### config.mk
export PLATFORM = sky130hd
export DESIGN_NAME = wdt_top
export DESIGN_NICKNAME = d
export VERILOG_FILES = /design/src/wdt_pkg.sv /design/src/wdt_tick_if.sv /design/src/wdt_osc_sync.sv /design/src/wdt_prescaler.sv /design/src/wdt_top.sv
export SDC_FILE = /design/constraint.sdc
export NUM_CORES = 1
export LEC_CHECK = 0
export BUFFER_PORTS_ARGS = -buffer_cell sky130_fd_sc_hd__clkbuf_2
export CAP_MARGIN = 10
export CORE_MARGIN = 2
export CORE_UTILIZATION = 53
export DETAILED_ROUTE_END_ITERATION = 16
export HOLD_SLACK_MARGIN = 0.15
export PLACE_DENSITY = 0.91
export SYNTH_ARGS = -nofsm -noshare
export SYNTH_HDL_FRONTEND = slang
export SYNTH_SLANG_ARGS = --single-unit
### constraint.sdc
create_clock -name clk -period 3.3 [get_ports clk]
set_input_delay 0.66 -clock clk [delete_from_list [all_inputs] [get_ports clk]]
set_output_delay 0.66 -clock clk [all_outputs]
set_load 0.01 [all_outputs]
### src/wdt_pkg.sv
package wdt_pkg;

    // ------------------------------------------------------------
    // register offsets (byte addresses)
    // ------------------------------------------------------------
    localparam logic [7:0] WDT_CSR_OFF      = 8'h00;
    localparam logic [7:0] WDT_COUNT_OFF    = 8'h04;
    localparam logic [7:0] WDT_CLKSEL_OFF   = 8'h08;
    localparam logic [7:0] WDT_IRQ_STAT_OFF = 8'h0C;
    localparam logic [7:0] WDT_IRQ_MASK_OFF = 8'h10;

    // ------------------------------------------------------------
    // control/status field positions
    // ------------------------------------------------------------
    localparam int WDT_CNT_GUARD_BIT  = 7;
    localparam int WDT_CNT_UNLK_BIT   = 6;
    localparam int WDT_CTL_GUARD_BIT  = 5;
    localparam int WDT_CTL_UNLK_BIT   = 4;
    localparam int WDT_RUN_GUARD_BIT  = 3;
    localparam int WDT_RUN_BIT        = 2;
    localparam int WDT_FLAG_GUARD_BIT = 1;
    localparam int WDT_FLAG_BIT       = 0;

    // ------------------------------------------------------------
    // interrupt status bits
    // ------------------------------------------------------------
    localparam int WDT_IRQ_OVF_BIT  = 0;
    localparam int WDT_IRQ_DONE_BIT = 1;
    localparam int WDT_IRQ_W        = 2;

    // ------------------------------------------------------------
    // reset values and encodings
    // ------------------------------------------------------------
    localparam logic [7:0]  WDT_COUNT_RST     = 8'h00;
    localparam logic [7:0]  WDT_COUNT_MAX     = 8'hFF;
    localparam logic [3:0]  WDT_CLKSEL_RST    = 4'hF;
    localparam logic [3:0]  WDT_CLKSEL_RSVD   = 4'hF;
    localparam logic [7:0]  WDT_GUARD_READ    = 8'hAA;
    localparam int          WDT_PRESC_SHIFT   = 6;
    localparam int          WDT_PRESC_W       = 13;
    localparam int          WDT_RST_OSC_TICKS = 256;
    localparam logic [8:0]  WDT_RST_LEN       = 9'h100;

endpackage : wdt_pkg

### src/wdt_tick_if.sv
`timescale 1ns/1ps
`default_nettype none
interface wdt_tick_if;
    logic tick;
    modport src (output tick);
    modport dst (input tick);
endinterface : wdt_tick_if
`default_nettype wire

### src/wdt_osc_sync.sv
`timescale 1ns/1ps
`default_nettype none
module wdt_osc_sync (
    input  wire logic clk,
    input  wire logic sys_rst,
    input  wire logic osc_in,
    wdt_tick_if.src   tick_out
);
    logic s1;
    logic s2;
    logic s3;
    logic next_tick;

    // rising edge taken from the second and third stages
    always_comb begin
        next_tick = s2 & ~s3;
    end

    always_ff @(posedge clk) begin
        if (sys_rst) begin
            s1            <= 1'b0;
            s2            <= 1'b0;
            s3            <= 1'b0;
            tick_out.tick <= 1'b0;
        end else begin
            s1            <= osc_in;
            s2            <= s1;
            s3            <= s2;
            tick_out.tick <= next_tick;
        end
    end
endmodule : wdt_osc_sync
`default_nettype wire

### src/wdt_prescaler.sv
`timescale 1ns/1ps
`default_nettype none
module wdt_prescaler
    import wdt_pkg::*;
#(
    parameter int W = WDT_PRESC_W
) (
    input  wire logic       clk,
    input  wire logic       sys_rst,
    input  wire logic [2:0] tap_sel,
    wdt_tick_if.src         tick_out
);
    logic [W-1:0] div_cnt;
    logic [W-1:0] next_div_cnt;
    logic [W-1:0] mask;
    logic         next_tick;

    always_comb begin
        next_div_cnt = div_cnt + {{(W-1){1'b0}}, 1'b1};
        mask         = W'((1 << (WDT_PRESC_SHIFT + int'(tap_sel))) - 1);
        // tap of 2^(6+sel): one pulse per period, never a derived clock
        next_tick    = ((div_cnt & mask) == mask);
    end

    always_ff @(posedge clk) begin
        if (sys_rst) begin
            div_cnt       <= '0;
            tick_out.tick <= 1'b0;
        end else begin
            div_cnt       <= next_div_cnt;
            tick_out.tick <= next_tick;
        end
    end
endmodule : wdt_prescaler
`default_nettype wire

### src/wdt_top.sv
// What this block does
// - 8-bit counter; wrap FF to 00 raises internal reset and sets flag.
// - reset loads counter with zero.
// - clock select 1000..1111 picks clk/64..clk/8192; 0xxx picks oscillator.
// - clock-select bits 7 to 4 always read as one.
// - run set only by write run=1, guard=0, control unlock already 1.
// - internal reset held exactly 256 oscillator cycles after overflow.
// - counter write makes counting continue from written value.
// - counter writes need counter unlock; unlock written only with guard bit 7 zero.
// - run and flag written only while control unlock; unlock needs guard bit 5 zero.
// - reset clears run and flag; guarded zero write while unlocked clears them.
//
// Added by the designer: the register addresses and the APB interface to the registers.
`timescale 1ns/1ps
`default_nettype none
module wdt_top
    import wdt_pkg::*;
(
    input  wire logic        clk,
    input  wire logic        sys_rst,
    input  wire logic        psel,
    input  wire logic        penable,
    input  wire logic        pwrite,
    input  wire logic [7:0]  paddr,
    input  wire logic [31:0] pwdata,
    output logic      [31:0] prdata,
    output logic             pready,
    output logic             pslverr,
    input  wire logic        osc_clk_in,
    output logic             wdt_reset_out,
    output logic             irq
);
    // ------------------------------------------------------------
    // tick sources
    // ------------------------------------------------------------
    wdt_tick_if presc_if ();
    wdt_tick_if osc_if ();

    logic [3:0] clk_sel;

    wdt_prescaler u_presc (
        .clk      (clk),
        .sys_rst  (sys_rst),
        .tap_sel  (clk_sel[2:0]),
        .tick_out (presc_if.src)
    );

    wdt_osc_sync u_osc (
        .clk      (clk),
        .sys_rst  (sys_rst),
        .osc_in   (osc_clk_in),
        .tick_out (osc_if.src)
    );

    logic cnt_tick;

    always_comb begin
        cnt_tick = clk_sel[3] ? presc_if.tick : osc_if.tick;
    end

    // ------------------------------------------------------------
    // apb slave
    // ------------------------------------------------------------
    logic        bus_done;
    logic        wr_done;
    logic        next_pready;
    logic        next_pslverr;
    logic [31:0] next_prdata;
    logic        addr_ok;

    always_comb begin
        addr_ok = (paddr == WDT_CSR_OFF) || (paddr == WDT_COUNT_OFF) ||
                  (paddr == WDT_CLKSEL_OFF) || (paddr == WDT_IRQ_STAT_OFF) ||
                  (paddr == WDT_IRQ_MASK_OFF);
        bus_done     = psel & penable & pready;
        wr_done      = bus_done & pwrite & addr_ok;
        // one wait state: answer registered from the first access cycle
        next_pready  = psel & penable & ~pready;
        next_pslverr = next_pready & ~addr_ok;
    end

    // ------------------------------------------------------------
    // registers
    // ------------------------------------------------------------
    logic [7:0]          count;
    logic                cnt_unlock;
    logic                ctl_unlock;
    logic                run;
    logic                flag;
    logic [WDT_IRQ_W-1:0] irq_stat;
    logic [WDT_IRQ_W-1:0] irq_mask;
    logic [8:0]          rst_left;

    logic [7:0]          next_count;
    logic                next_cnt_unlock;
    logic                next_ctl_unlock;
    logic                next_run;
    logic                next_flag;
    logic [3:0]          next_clk_sel;
    logic [WDT_IRQ_W-1:0] next_irq_stat;
    logic [WDT_IRQ_W-1:0] next_irq_mask;
    logic [8:0]          next_rst_left;
    logic                next_irq;
    logic                overflow;
    logic                pulse_end;
    logic [7:0]          wb;
    logic [7:0]          csr_read;

    always_comb begin
        wb       = pwdata[7:0];
        csr_read = WDT_GUARD_READ;
        csr_read[WDT_CNT_UNLK_BIT] = cnt_unlock;
        csr_read[WDT_CTL_UNLK_BIT] = ctl_unlock;
        csr_read[WDT_RUN_BIT]      = run;
        csr_read[WDT_FLAG_BIT]     = flag;

        next_prdata = 32'h0000_0000;
        if (next_pready && !pwrite) begin
            unique case (paddr)
                WDT_CSR_OFF:      next_prdata[7:0] = csr_read;
                WDT_COUNT_OFF:    next_prdata[7:0] = count;
                WDT_CLKSEL_OFF:   next_prdata[7:0] = {WDT_CLKSEL_RSVD, clk_sel};
                WDT_IRQ_STAT_OFF: next_prdata[WDT_IRQ_W-1:0] = irq_stat;
                WDT_IRQ_MASK_OFF: next_prdata[WDT_IRQ_W-1:0] = irq_mask;
                default:          next_prdata = 32'h0000_0000;
            endcase
        end

        overflow   = run && cnt_tick && (count == WDT_COUNT_MAX);
        next_count = count;
        if (run && cnt_tick) begin
            next_count = count + 8'h01;
        end
        // guarded preload wins over the tick
        if (wr_done && paddr == WDT_COUNT_OFF && cnt_unlock) begin
            next_count = wb;
        end

        next_cnt_unlock = cnt_unlock;
        next_ctl_unlock = ctl_unlock;
        next_run        = run;
        next_flag       = flag;
        if (wr_done && paddr == WDT_CSR_OFF) begin
            if (!wb[WDT_CNT_GUARD_BIT]) begin
                next_cnt_unlock = wb[WDT_CNT_UNLK_BIT];
            end
            if (!wb[WDT_CTL_GUARD_BIT]) begin
                next_ctl_unlock = wb[WDT_CTL_UNLK_BIT];
            end
            if (ctl_unlock && !wb[WDT_RUN_GUARD_BIT]) begin
                next_run = wb[WDT_RUN_BIT];
            end
            if (ctl_unlock && !wb[WDT_FLAG_GUARD_BIT]) begin
                next_flag = wb[WDT_FLAG_BIT];
            end
        end
        // overflow sets flag, beats a clear
        if (overflow) begin
            next_flag = 1'b1;
        end

        next_clk_sel = clk_sel;
        if (wr_done && paddr == WDT_CLKSEL_OFF) begin
            next_clk_sel = wb[3:0];
        end

        next_rst_left = rst_left;
        pulse_end     = 1'b0;
        if (overflow) begin
            next_rst_left = WDT_RST_LEN;
        end else if (rst_left != 9'h000 && osc_if.tick) begin
            next_rst_left = rst_left - 9'h001;
            pulse_end     = (rst_left == 9'h001);
        end

        next_irq_mask = irq_mask;
        if (wr_done && paddr == WDT_IRQ_MASK_OFF) begin
            next_irq_mask = pwdata[WDT_IRQ_W-1:0];
        end
        next_irq_stat = irq_stat;
        if (wr_done && paddr == WDT_IRQ_STAT_OFF) begin
            next_irq_stat = irq_stat & ~pwdata[WDT_IRQ_W-1:0];
        end
        // events set after the clear so a same-cycle event survives
        if (overflow) begin
            next_irq_stat[WDT_IRQ_OVF_BIT] = 1'b1;
        end
        if (pulse_end) begin
            next_irq_stat[WDT_IRQ_DONE_BIT] = 1'b1;
        end
        next_irq = |(next_irq_stat & next_irq_mask);
    end

    always_ff @(posedge clk) begin
        if (sys_rst) begin
            count         <= WDT_COUNT_RST;
            cnt_unlock    <= 1'b0;
            ctl_unlock    <= 1'b0;
            run           <= 1'b0;
            flag          <= 1'b0;
            clk_sel       <= WDT_CLKSEL_RST;
            rst_left      <= 9'h000;
            irq_stat      <= '0;
            irq_mask      <= '0;
            irq           <= 1'b0;
            wdt_reset_out <= 1'b0;
            pready        <= 1'b0;
            pslverr       <= 1'b0;
            prdata        <= 32'h0000_0000;
        end else begin
            count         <= next_count;
            cnt_unlock    <= next_cnt_unlock;
            ctl_unlock    <= next_ctl_unlock;
            run           <= next_run;
            flag          <= next_flag;
            clk_sel       <= next_clk_sel;
            rst_left      <= next_rst_left;
            irq_stat      <= next_irq_stat;
            irq_mask      <= next_irq_mask;
            irq           <= next_irq;
            wdt_reset_out <= (next_rst_left != 9'h000);
            pready        <= next_pready;
            pslverr       <= next_pslverr;
            prdata        <= next_prdata;
        end
    end
endmodule : wdt_top
`default_nettype wire

**After elaboration in Yosys (flattened, before gate mapping)**

Cells that the tools add are included.

- Register bits after elaboration: 83
- Input bits: 46
- Output and inout port bits: 36
- Logic and storage cells: 98

- Add/subtract/negate cells: 5
- Equality and inequality tests: 7
- Shift-type cells: 1
- Muxes and demuxes: 16
- Bitwise logic cells: 17
- Reductions and logical operators: 31

Operators with widths:

| operator | count |
|---|---|
| 1-bit by 32-bit << shifter with 13-bit output, first input constant | 1 |
| 9-bit 2-to-1 mux | 2 |
| 6-bit case mux with 3 select lines | 1 |
| 9-bit nonzero test | 2 |
| 8-bit by 4-bit equality test with 1-bit output, second input constant | 2 |
| 8-bit 2-to-1 mux | 2 |
| 13-bit by 1-bit adder with 13-bit output, second input constant | 1 |
| 13-bit AND | 1 |
| 13-bit equality test | 1 |
| 13-bit by 2-bit subtractor with 13-bit output, second input constant | 1 |
| 1-bit logical AND | 12 |
| 2-bit case mux with 5 select lines | 1 |
| 9-bit by 1-bit equality test with 1-bit output, second input constant | 1 |
| 9-bit by 1-bit subtractor with 9-bit output, second input constant | 1 |
| 8-bit by 1-bit adder with 8-bit output, second input constant | 1 |
| 8-bit by 3-bit equality test with 1-bit output, second input constant | 1 |
| 8-bit by 5-bit equality test with 1-bit output, second input constant | 1 |
| 8-bit equality test, second input constant | 1 |
| 8-bit zero test | 1 |
| 1-bit 2-to-1 mux | 8 |
| 2-bit AND reduction | 4 |
| 1-bit AND | 7 |
| 1-bit inverter | 6 |
| 2-bit nonzero test | 3 |
| 7 further kinds | 15 |

**Logic depth before layout (Yosys ltp)**

Gate-level depths: netlist (run 1).

- Depth after elaboration: 11
- Depth in mapped cells: 11
- Gate-level depth less buffers: 9

**Modules after synthesis**

From an unflattened synthesis (run 1), not the netlist that was laid out.

- Cells, all modules: 376
- Area total of the unflattened synthesis: 3,246.9 um^2

Modules (own cells, without submodules):

| module | times used | cells an instance | area an instance (um^2) | sequential area each (um^2) |
|---|---|---|---|---|
| wdt_top | 1 | 260 | 2,209.6 | 820.8 |
| wdt_prescaler | 1 | 108 | 925.9 | 280.3 |
| wdt_osc_sync | 1 | 8 | 111.4 | 80.1 |

**Worst setup path before layout (run 1)**

Ideal clock, no wire load.

- Kind: reg2reg
- Start point: register clk_sel[1]
- End point: register u_presc.tick_out.tick
- Setup time: 120 ps
- Arrival: 2,367 ps
- Required time: 3,180 ps
- Path slack: 813 ps
- Cell stages (with the launch flop): 12
- Path buffers: 2
- Clock period less this slack: 2,487 ps
- Cell sequence: dfxtp_1 clkbuf_1 inv_1 ha_1 clkbuf_1 nand4_1 ha_1 o21bai_1 xor2_1 o32a_1 o2111ai_1 nor3_1

- Cells in the longest elaborated chain, start to end: 5

RTL lines:

| what | line | RTL |
|---|---|---|
| start, declared | wdt_top.sv:39 | `logic [3:0] clk_sel;` |
| start signal, assigned | wdt_top.sv:216 | `clk_sel <= next_clk_sel;` |
| 3-bit by 3-bit adder with 4-bit output * | wdt_prescaler.sv:20 | `mask = W'((1 << (WDT_PRESC_SHIFT + int'(tap_sel))) - 1);` |
| 1-bit by 32-bit << shifter with 13-bit output * | wdt_prescaler.sv:20 |  |
| 13-bit by 2-bit subtractor with 13-bit output * | wdt_prescaler.sv:20 |  |
| 13-bit AND | wdt_prescaler.sv:22 | `next_tick = ((div_cnt & mask) == mask);` |
| 13-bit equality test * | wdt_prescaler.sv:22 |  |
| end signal, assigned | wdt_prescaler.sv:31 | `tick_out.tick <= next_tick;` |
| end, declared | wdt_tick_if.sv:5 | `modport src (output tick);` |

Every way passes the cells marked *; elsewhere a longest branch is shown, timed or not.
A chain may end at the register's enable or synchronous reset.

**Worst setup path after layout (run 1)**

- Start point: register clk_sel[2]
- End point: register u_presc.tick_out.tick

Same word-level chain as after synthesis.

==> impl_metrics.tcl, run 1 <==
set metrics [dict create \
    status "complete, no violations" \
    gp_congestion 0.8621 \
    routedWlPerCell_um 13.07 \
    final.setup_skew_ps 12.67 \
    syn-mean-instance-area_um2 8.484 \
    cts_buffers 9 \
    drive_gt1_share_pct 16.26 \
    max_freq_mhz 423.1 \
    slew_headroom_pct 53.56 \
    nets 463 \
    critPathMostFrequentCell "ha_1" \
    antenna_found_initial 0 \
    cts.sinks 59 \
    diodes 0 \
    grt_max_degree 41 \
    synth_cell_types 60 \
    synth_area_leader_cell "dfxtp_1" \
    power_leakage_nw 1.427 \
    synth_warnings 0 \
    grtUsageTotal_pct 20.46 \
    overflow 0 \
    worst_pin_slew_ps 691.5 \
    cts_tree "yes" \
    antenna_left 0 \
    chipWidth_um 81.79 \
    setup-violations-final 0 \
    synth.yosys.seq_area_share_pct 36.83 \
    arrival_ps 2620 \
    vias_per_cell 5.524 \
    initial_core_util_pct 54.49 \
    ys_top_cells_by_count "dfxtp_1, nor2_1, a21oi_1" \
    io_buffer_count 33 \
    num_vias 2690 \
    power_density_nw_per_um2 428.2 \
    dpl.cell_count 471 \
    critPathKind "flop to flop" \
    syn_inst 378 \
    critPathCaptureType "flop" \
    r2r_setup_slack_ps 940 \
    drt_iter0_markers 202 \
    worst_ir_drop_vdd_uv 293.2 \
    routed_wl_mm 6.363 \
    synth-simple-area-share_pct 25.01 \
    drc 0 \
    synth_adder_area_share_pct 3.902 \
    area_growth_pct 10.30 \
    min_period_ps 2364 \
    ys_ff_latch 59 \
    hold_viol 0 \
    slowest_delay_ps 490 \
    yosys.area.top_type_share_pct 36.83 \
    synth-xor-area-share_pct 5.189 \
    worst_setup_path_start_kind "flop" \
    drv_slew 0 \
    pin_count 82 \
    synth_area_leaders "dfxtp_1, nor2_1, buf_4" \
    grt_pass1_vias 2512 \
    pre_cts_slack_ps 605.7 \
    clk_path_buf_depth 2 \
    cts-resized-gates 0 \
    tns_ps 0 \
    postCtsSetupBuffers 0 \
    dp_hpwl_mm 4.596 \
    setup_slack_ps 936.3 \
    syn_area_um2 3207 \
    grt_pass1_wl_mm 10.74 \
    path_max_fanout 12 \
    power_mw 1.515 \
    die-height_um 81.79 \
    muxShareOfSynthArea_pct 3.863 \
    dieArea_um2 6689 \
    fin_area_um2 3537 \
    worstPathRequired_ps 3550 \
    path_cells "inv_1 > ha_1 > nand4_1 > ha_1 > o21bai_1 > xor2_1 > o32a_1 > o2111ai_1 > nor3_1" \
    instances_no_fill 487 \
    postPlaceCellArea_um2 3318 \
    fill_cells 501 \
    yosysMostFrequentCell "dfxtp_1" \
    synthArstFlopShare_pct 0 \
    clock_latency_ps 340 \
    synth_compound_area_share_pct 15.57 \
    cts_hold_buf 0 \
    h-tree-depth 3 \
    holdCritPathClass "flop to flop" \
    fp-row-count 28 \
    dr.pass1.iters 6 \
    max_cap_violations 0 \
    synth-edff-count 0 \
    cts_root_buffer "clkbuf_8" \
    synth_top_family_by_area "simple AND/OR/NAND/NOR gates" \
    core_area_um2 5886 \
    path_clk_slew_ps 60 \
    synth_flop_cell "dfxtp_1" \
    slowest_stage "ha_1" \
    rsz0062_at_grt "false" \
    fin_crit_sh_pct 71.63 \
]
-- cell type report --
cell class	instances	area [µm²]	area share, %
Multi-Input combinational cell	287	1807	51.08
Sequential cell	59	1181	33.39
Timing Repair Buffer	35	180.2	5.094
Clock buffer	12	145.1	4.103
Tap cell	75	93.84	2.653
Clock inverter	4	73.82	2.087
Inverter	15	56.30	1.592
-- cells in the final DEF, fill, tap and decap left out, types with 3 or more instances in the layout --
cell type  netlist  routed
dfxtp_1         59      59
nor2_1          54      54
clkbuf_2         1      33
a21oi_1         25      25
conb_1           1      24
nand2_1         21      21
inv_1           15      15
nand3_1         15      15
nand4_1         11      11
nor2b_1         11      11
xor2_1          11      11
o21ai_0         10      10
ha_1            10      10
clkbuf_8         0      10
mux2i_1          9       9
or3_1            8       8
nor3_1           8       8
xnor2_1          8       8
a211oi_2         7       7
a211o_1          4       4
o22ai_1          4       4
o31ai_1          3       3
nor4_1           3       3
nor3b_1          3       3
-- path summary, 6_finish.rpt --
| path | cells after the start | from | end |
|---|---|---|---|
| setup / recovery | 9 | clk_sel[2]$_SDFFE_PP1P_ | u_presc.tick_out.tick$_SDFF_PP0_ |
| setup reg to reg | 9 | clk_sel[2]$_SDFFE_PP1P_ | u_presc.tick_out.tick$_SDFF_PP0_ |
| hold reg to reg | 1 | u_osc.s3$_SDFF_PP0_ | u_osc.tick_out.tick$_SDFF_PP0_ |
| hold / removal | 1 | u_osc.s3$_SDFF_PP0_ | u_osc.tick_out.tick$_SDFF_PP0_ |
-- state kept, by name, indices dropped and copies added, names as in the netlist, 2 cells and up --
signal and count:
irq_mask 2, irq_stat 2, u_presc.div_cnt 13, clk_sel 4
rst_left 9, count 8, prdata 8
-- report_power, final --
part           switching, mW  leakage [nW]  internal, mW
Combinational         0.0512         0.840        0.0232
Sequential           0.00619         0.477         0.718
Clock                  0.270         0.111         0.446
Total                  0.327          1.43          1.19
-- worst max-delay path: cells and delay by family, from the launching register on --
family | cells | cell delay (ps)
adder cells (fa/ha/maj) | 2 | 790
AO/OA/AOI/OAI | 3 | 480
AND/OR/NAND/NOR | 2 | 300
buffers and inverters | 1 | 120
flip-flops | 1 | 400
XOR/XNOR | 1 | 190
-- layer usage --
| metal | GRT usage [%] | share of wire (%) | vias up |
|---|---|---|---|
| met5 | 0 | 0 | - |
| met4 | 6.333 | 1.2 | 0 |
| met3 | 6.813 | 7.1 | 17 |
| met2 | 35.37 | 49 | 100 |
| met1 | 23.89 | 42 | 1235 |
| li1 | - | - | 1338 |
-- logic make-up after synthesis --
| logic type | after synthesis |
|---|---|
| fa+ha+maj | 10 |
| simple gates | 152 |
| buf+inv | 55 |
| compound gates | 71 |
| mux | 11 |
| flops | 59 |
| other cells | 1 |
| xor+xnor | 19 |
-- stage by stage --
| stage | utilization, % | hold WS, ps |
|---|---|---|
| after floorplan | - | 367.4 |
| after global placement | 56.38 | 371.6 |
| after detailed placement | 56.38 | 372.7 |
| after CTS | 60.10 | 384.9 |
| after global routing | 60.10 | 413.0 |
| final | 60.10 | 384.8 |
(Power assumes the default switching activity.)
==> run 2: changes to the inputs <==
==> constraint.sdc (replaced) <==
create_clock -name clk -period 2.4 [get_ports clk]
set_input_delay 0.48 -clock clk [delete_from_list [all_inputs] [get_ports clk]]
set_output_delay 0.48 -clock clk [all_outputs]
set_load 0.01 [all_outputs]
==> run 2 against run 1 <==
Worst setup slack worse by 750 ps. Core utilization is 1.4 points higher. Maximum frequency is 6.8% higher. Register-to-register slack worse by 750 ps. Critical path depth stayed put. Final cell count is 1.0% higher. Clock-buffer cell count stayed put. Sequential cell count stayed put. Clock skew is 2.7 ps lower. Cell area is 2.3% higher. First-iteration DRC count is 6.9% higher. Non-clock buffer count is 5 higher.
==> impl_metrics.tcl, run 2 (same netlist as run 1, synthesis figures left out) <==
set metrics [dict create \
    fin_crit_sh_pct 92.22 \
    whs_ps 344.0 \
    cts.sinks 59 \
    clk_path_buf_depth 2 \
    dieArea_um2 6689 \
    die-height_um 81.79 \
    power_leakage_nw 1.473 \
    worst_ir_drop_vdd_uv 459.5 \
    drive_gt1_share_pct 17.99 \
    clockPowerShare_pct 51.6 \
    vias_per_cell 5.559 \
    tns_ps 0 \
    power_density_nw_per_um2 628.4 \
    holdCritPathClass "input port to flop" \
    setup_slack_ps 186.8 \
    largest_reg_flops 13 \
    status "complete, no violations" \
    rsz0062_at_grt "false" \
    routed_wl_mm 6.647 \
    fin_area_um2 3618 \
    setup-violations-final 0 \
    dp_hpwl_mm 4.677 \
    cts-resized-gates 0 \
    seq_power_share_pct 43.8 \
    drc 0 \
    final.setup_skew_ps 9.998 \
    fill_cells 494 \
    h-tree-depth 3 \
    hold_viol 0 \
    gp_congestion 0.8761 \
    fp-row-count 28 \
    core_area_um2 5886 \
    critPathCaptureType "flop" \
    antenna_left 0 \
    slew_headroom_pct 66.21 \
    dpl.cell_count 476 \
    grt_pass1_vias 2504 \
    area_growth_pct 12.84 \
    postCtsSetupBuffers 0 \
    worst_pin_slew_ps 505.8 \
    arrival_ps 2480 \
    max_freq_mhz 451.8 \
    critPathKind "flop to flop" \
    path_clk_slew_ps 70 \
    cts_tree "yes" \
    initial_core_util_pct 54.49 \
    pin_count 82 \
    drv_slew 0 \
    overflow 0 \
    worst_setup_path_start_kind "flop" \
    grtUsageTotal_pct 21.22 \
    mostFrequentLayoutCell "dfxtp_1" \
    io_buffer_count 33 \
    instances_no_fill 492 \
    drt_iter0_markers 216 \
    power_mw 2.274 \
    switching_share_pct 21.09 \
    antenna_found_initial 0 \
    cts_buffers 9 \
    grt_pass1_wl_mm 10.94 \
    routedWlPerCell_um 13.51 \
    dr.pass1.iters 5 \
    final_cell_mix "dfxtp_1, nor2_1, clkbuf_2" \
    power_frac_comb_pct 4.6 \
    post-route-util_pct 61.48 \
    multi_input_comb_area_um2 1809 \
    worstPathRequired_ps 2670 \
    power.switching_mw 0.4796 \
    largestRegisters "u_presc.div_cnt x13, rst_left x9" \
    num_vias 2735 \
    largest_register "u_presc.div_cnt" \
    holdPathStages 2 \
    p_int_mw 1.794 \
    cts_hold_buf 0 \
    grt_max_degree 41 \
    path_max_fanout 7 \
    clock_latency_ps 350 \
    r2r_setup_slack_ps 190 \
    pre_cts_slack_ps 149.8 \
    max_cap_violations 0 \
    chipWidth_um 81.79 \
    cts_root_buffer "clkbuf_8" \
    nets 468 \
    diodes 0 \
    min_period_ps 2213 \
    postPlaceCellArea_um2 3356 \
    seqCellArea_um2 1181 \
    reg2reg_depth 9 \
]
## run 2: power groups by stage
stage	sequential [mW]	clock (mW)	combinational (mW)
after floorplan	1.01	0	0.0971
after global placement	1.02	0	0.101
after detailed placement	1.02	0	0.104
after CTS	0.996	1.18	0.104
after global routing	0.997	1.23	0.119
final	0.996	1.17	0.105
## run 2: per-layer routing
layer  global-route usage [%]  share of wire [%]  up-vias
li1                         -                  -     1353
met1                    24.15                 42     1250
met2                    36.83                 50      120
met3                    6.264                7.0       12
met4                    9.000                1.6        0
met5                        0                  0        -
## run 2: layout make-up
type | count | share of cell area (%)
sequential | 59 | 32.64
timing repair buffer | 40 | 6.017
clock inverter | 4 | 2.628
clock buffer | 12 | 4.564
multi-input combinational | 287 | 50.00
tap | 75 | 2.593
inverter | 15 | 1.556
## run 2: path summary, 6_finish.rpt
| kind | startpoint | end |
|---|---|---|
| worst max register to register | clk_sel[1]$_SDFFE_PP1P_ | u_presc.tick_out.tick$_SDFF_PP0_ |
| worst min register to register | u_osc.s3$_SDFF_PP0_ | u_osc.tick_out.tick$_SDFF_PP0_ |
| worst max-delay path | clk_sel[1]$_SDFFE_PP1P_ | u_presc.tick_out.tick$_SDFF_PP0_ |
| worst min-delay path | osc_clk_in | u_osc.s1$_SDFF_PP0_ |
## run 2: worst max-delay path: stages (launching register included)
cell     delay [ps]
dfxtp_1         420
inv_1           120
ha_1            350
nand4_1         120
ha_2            270
nor2b_1         100
mux2_2          280
a22oi_1         190
o22ai_1         110
nor3_1          180
==> run 3: changes to the inputs <==
--- a/config.mk
+++ b/config.mk
@@ -9,9 +9,11 @@
 export CAP_MARGIN = 10
 export CORE_MARGIN = 2
 export CORE_UTILIZATION = 53
+export CTS_CLUSTER_SIZE = 30
 export DETAILED_ROUTE_END_ITERATION = 16
 export HOLD_SLACK_MARGIN = 0.15
 export PLACE_DENSITY = 0.91
+export RECOVER_POWER = 100
 export SYNTH_ARGS = -nofsm -noshare
 export SYNTH_HDL_FRONTEND = slang
 export SYNTH_SLANG_ARGS = --single-unit
==> run 3 against run 2 <==
Sequential share of layout area increased by 0.43 points. Die area did not move. Sequential cell count unchanged. Largest cell class unchanged.
==> impl_metrics.tcl, run 3 (same netlist as run 1, synthesis figures left out) <==
set metrics [dict create \
    vias_per_cell 5.518 \
    slew_headroom_pct 41.69 \
    worst_ir_drop_vdd_uv 459.5 \
    drv_slew 0 \
    io_buffer_count 33 \
    largest_register "u_presc.div_cnt" \
    cts.sinks 59 \
    routedWlPerCell_um 13.58 \
    fp-row-count 28 \
    worst_setup_path_start_kind "input port" \
    clock_latency_ps 350 \
    final.setup_skew_ps 8.897 \
    status "complete, no violations" \
    slowest_stage "or4_1" \
    routed_wl_mm 6.679 \
    antenna_left 0 \
    whs_ps 344.7 \
    critPathKind "input port to flop" \
    die-height_um 81.79 \
    initial_core_util_pct 54.49 \
    diodes 0 \
    max_freq_mhz 448.7 \
    drive_gt1_share_pct 13.43 \
    slowest_delay_ps 600 \
    tns_ps 0 \
    worst_pin_slew_ps 874.7 \
    instances_no_fill 492 \
    setup-violations-final 0 \
    path_clk_slew_ps 70 \
    post-route-util_pct 60.67 \
    critPathCaptureType "flop" \
    path_cells "clkbuf_2 > or4_1 > nor4_4 > clkbuf_1 > nand3_4 > nor2_1 > a211oi_2" \
    fin_crit_sh_pct 92.85 \
    largest_reg_flops 13 \
    cts_root_buffer "clkbuf_8" \
    overflow 0 \
    grtUsageTotal_pct 21.22 \
    power_leakage_nw 1.418 \
    mostFrequentLayoutCell "dfxtp_1" \
    postCtsSetupBuffers 0 \
    largestRegisters "u_presc.div_cnt x13, rst_left x9" \
    num_vias 2715 \
    holdCritPathClass "input port to flop" \
    clk_path_buf_depth 2 \
    max_cap_violations 0 \
    grt_max_degree 41 \
    grt_pass1_wl_mm 10.94 \
    nets 468 \
    core_area_um2 5886 \
    dpl.cell_count 476 \
    path_max_fanout 16 \
    cts_tree "yes" \
    worstPathRequired_ps 2600 \
    power_mw 2.272 \
    drc 0 \
    r2r_setup_slack_ps 180 \
    dp_hpwl_mm 4.677 \
    chipWidth_um 81.79 \
    dr.pass1.iters 5 \
    arrival_ps 2430 \
    antenna_found_initial 0 \
    final_cell_mix "dfxtp_1, nor2_1, a21oi_1" \
    grt_pass1_vias 2504 \
    power_density_nw_per_um2 636.4 \
    min_period_ps 2229 \
    gp_congestion 0.8761 \
    cts_buffers 9 \
    area_growth_pct 11.35 \
    rsz0062_at_grt "false" \
    h-tree-depth 3 \
    cts_hold_buf 0 \
    drt_iter0_markers 206 \
    pin_count 82 \
    dieArea_um2 6689 \
    hold_viol 0 \
]
==> run 3: cell count changes in the layout (fill, tap and decap cells not counted), sizes merged <==
cell,previous run,this run
clkbuf,45,47
buf,7,5
==> run 3: power breakdown <==
part | total [mW] | switching [mW] | internal, mW
Clock | 1.17 | 0.400 | 0.773
Sequential | 0.996 | 0.00882 | 0.987
Combinational | 0.103 | 0.0705 | 0.0327
==> run 3: critical path, delay by kind of cell <==
family / cells / cell delay [ps]
AND/OR/NAND/NOR: 4 / 1360
buffers and inverters: 2 / 520
AO/OA/AOI/OAI: 1 / 60
==> run 3: per-layer routing <==
metal	global-route usage, %	routed length [µm]	vias up
li1	-	-	1355
met2	36.83	3302	112
met5	0	0	-
met4	9.000	102	0
met1	24.15	2795	1236
met3	6.264	479	12
==> run 3: path summary, 6_finish.rpt <==
check | end | cells past startpoint | start
min | u_osc.s1$_SDFF_PP0_ | 2 | osc_clk_in
max | count[4]$_SDFFE_PP0P_ | 7 | paddr[1]
max reg2reg | u_presc.tick_out.tick$_SDFF_PP0_ | 9 | clk_sel[1]$_SDFFE_PP1P_
min reg2reg | u_osc.tick_out.tick$_SDFF_PP0_ | 1 | u_osc.s3$_SDFF_PP0_
==> run 3: cell type report <==
| cell class | count | area, µm² |
|---|---|---|
| fill | 511 | 2315 |
| multi-input combinational | 287 | 1784 |
| sequential | 59 | 1181 |
| timing repair buffer | 40 | 195.2 |
| clock buffer | 12 | 165.2 |
| clock inverter | 4 | 95.09 |
| tap | 75 | 93.84 |
| inverter | 15 | 56.30 |
==> run 3: metrics by stage <==
stage | worst slack (ps) | cell area [µm²]
final | 171.5 | 3571
after CTS | 100.7 | 3616
after floorplan | 27.96 | 3294
after global routing | 67.38 | 3571
after detailed placement | 149.8 | 3356
after global placement | 188.2 | 3356
==> run 3: repair_timing <==
action,CTS,global route
resized for setup,0,1
setup endpoints to repair,0,1
endpoints found under the hold margin,0,0
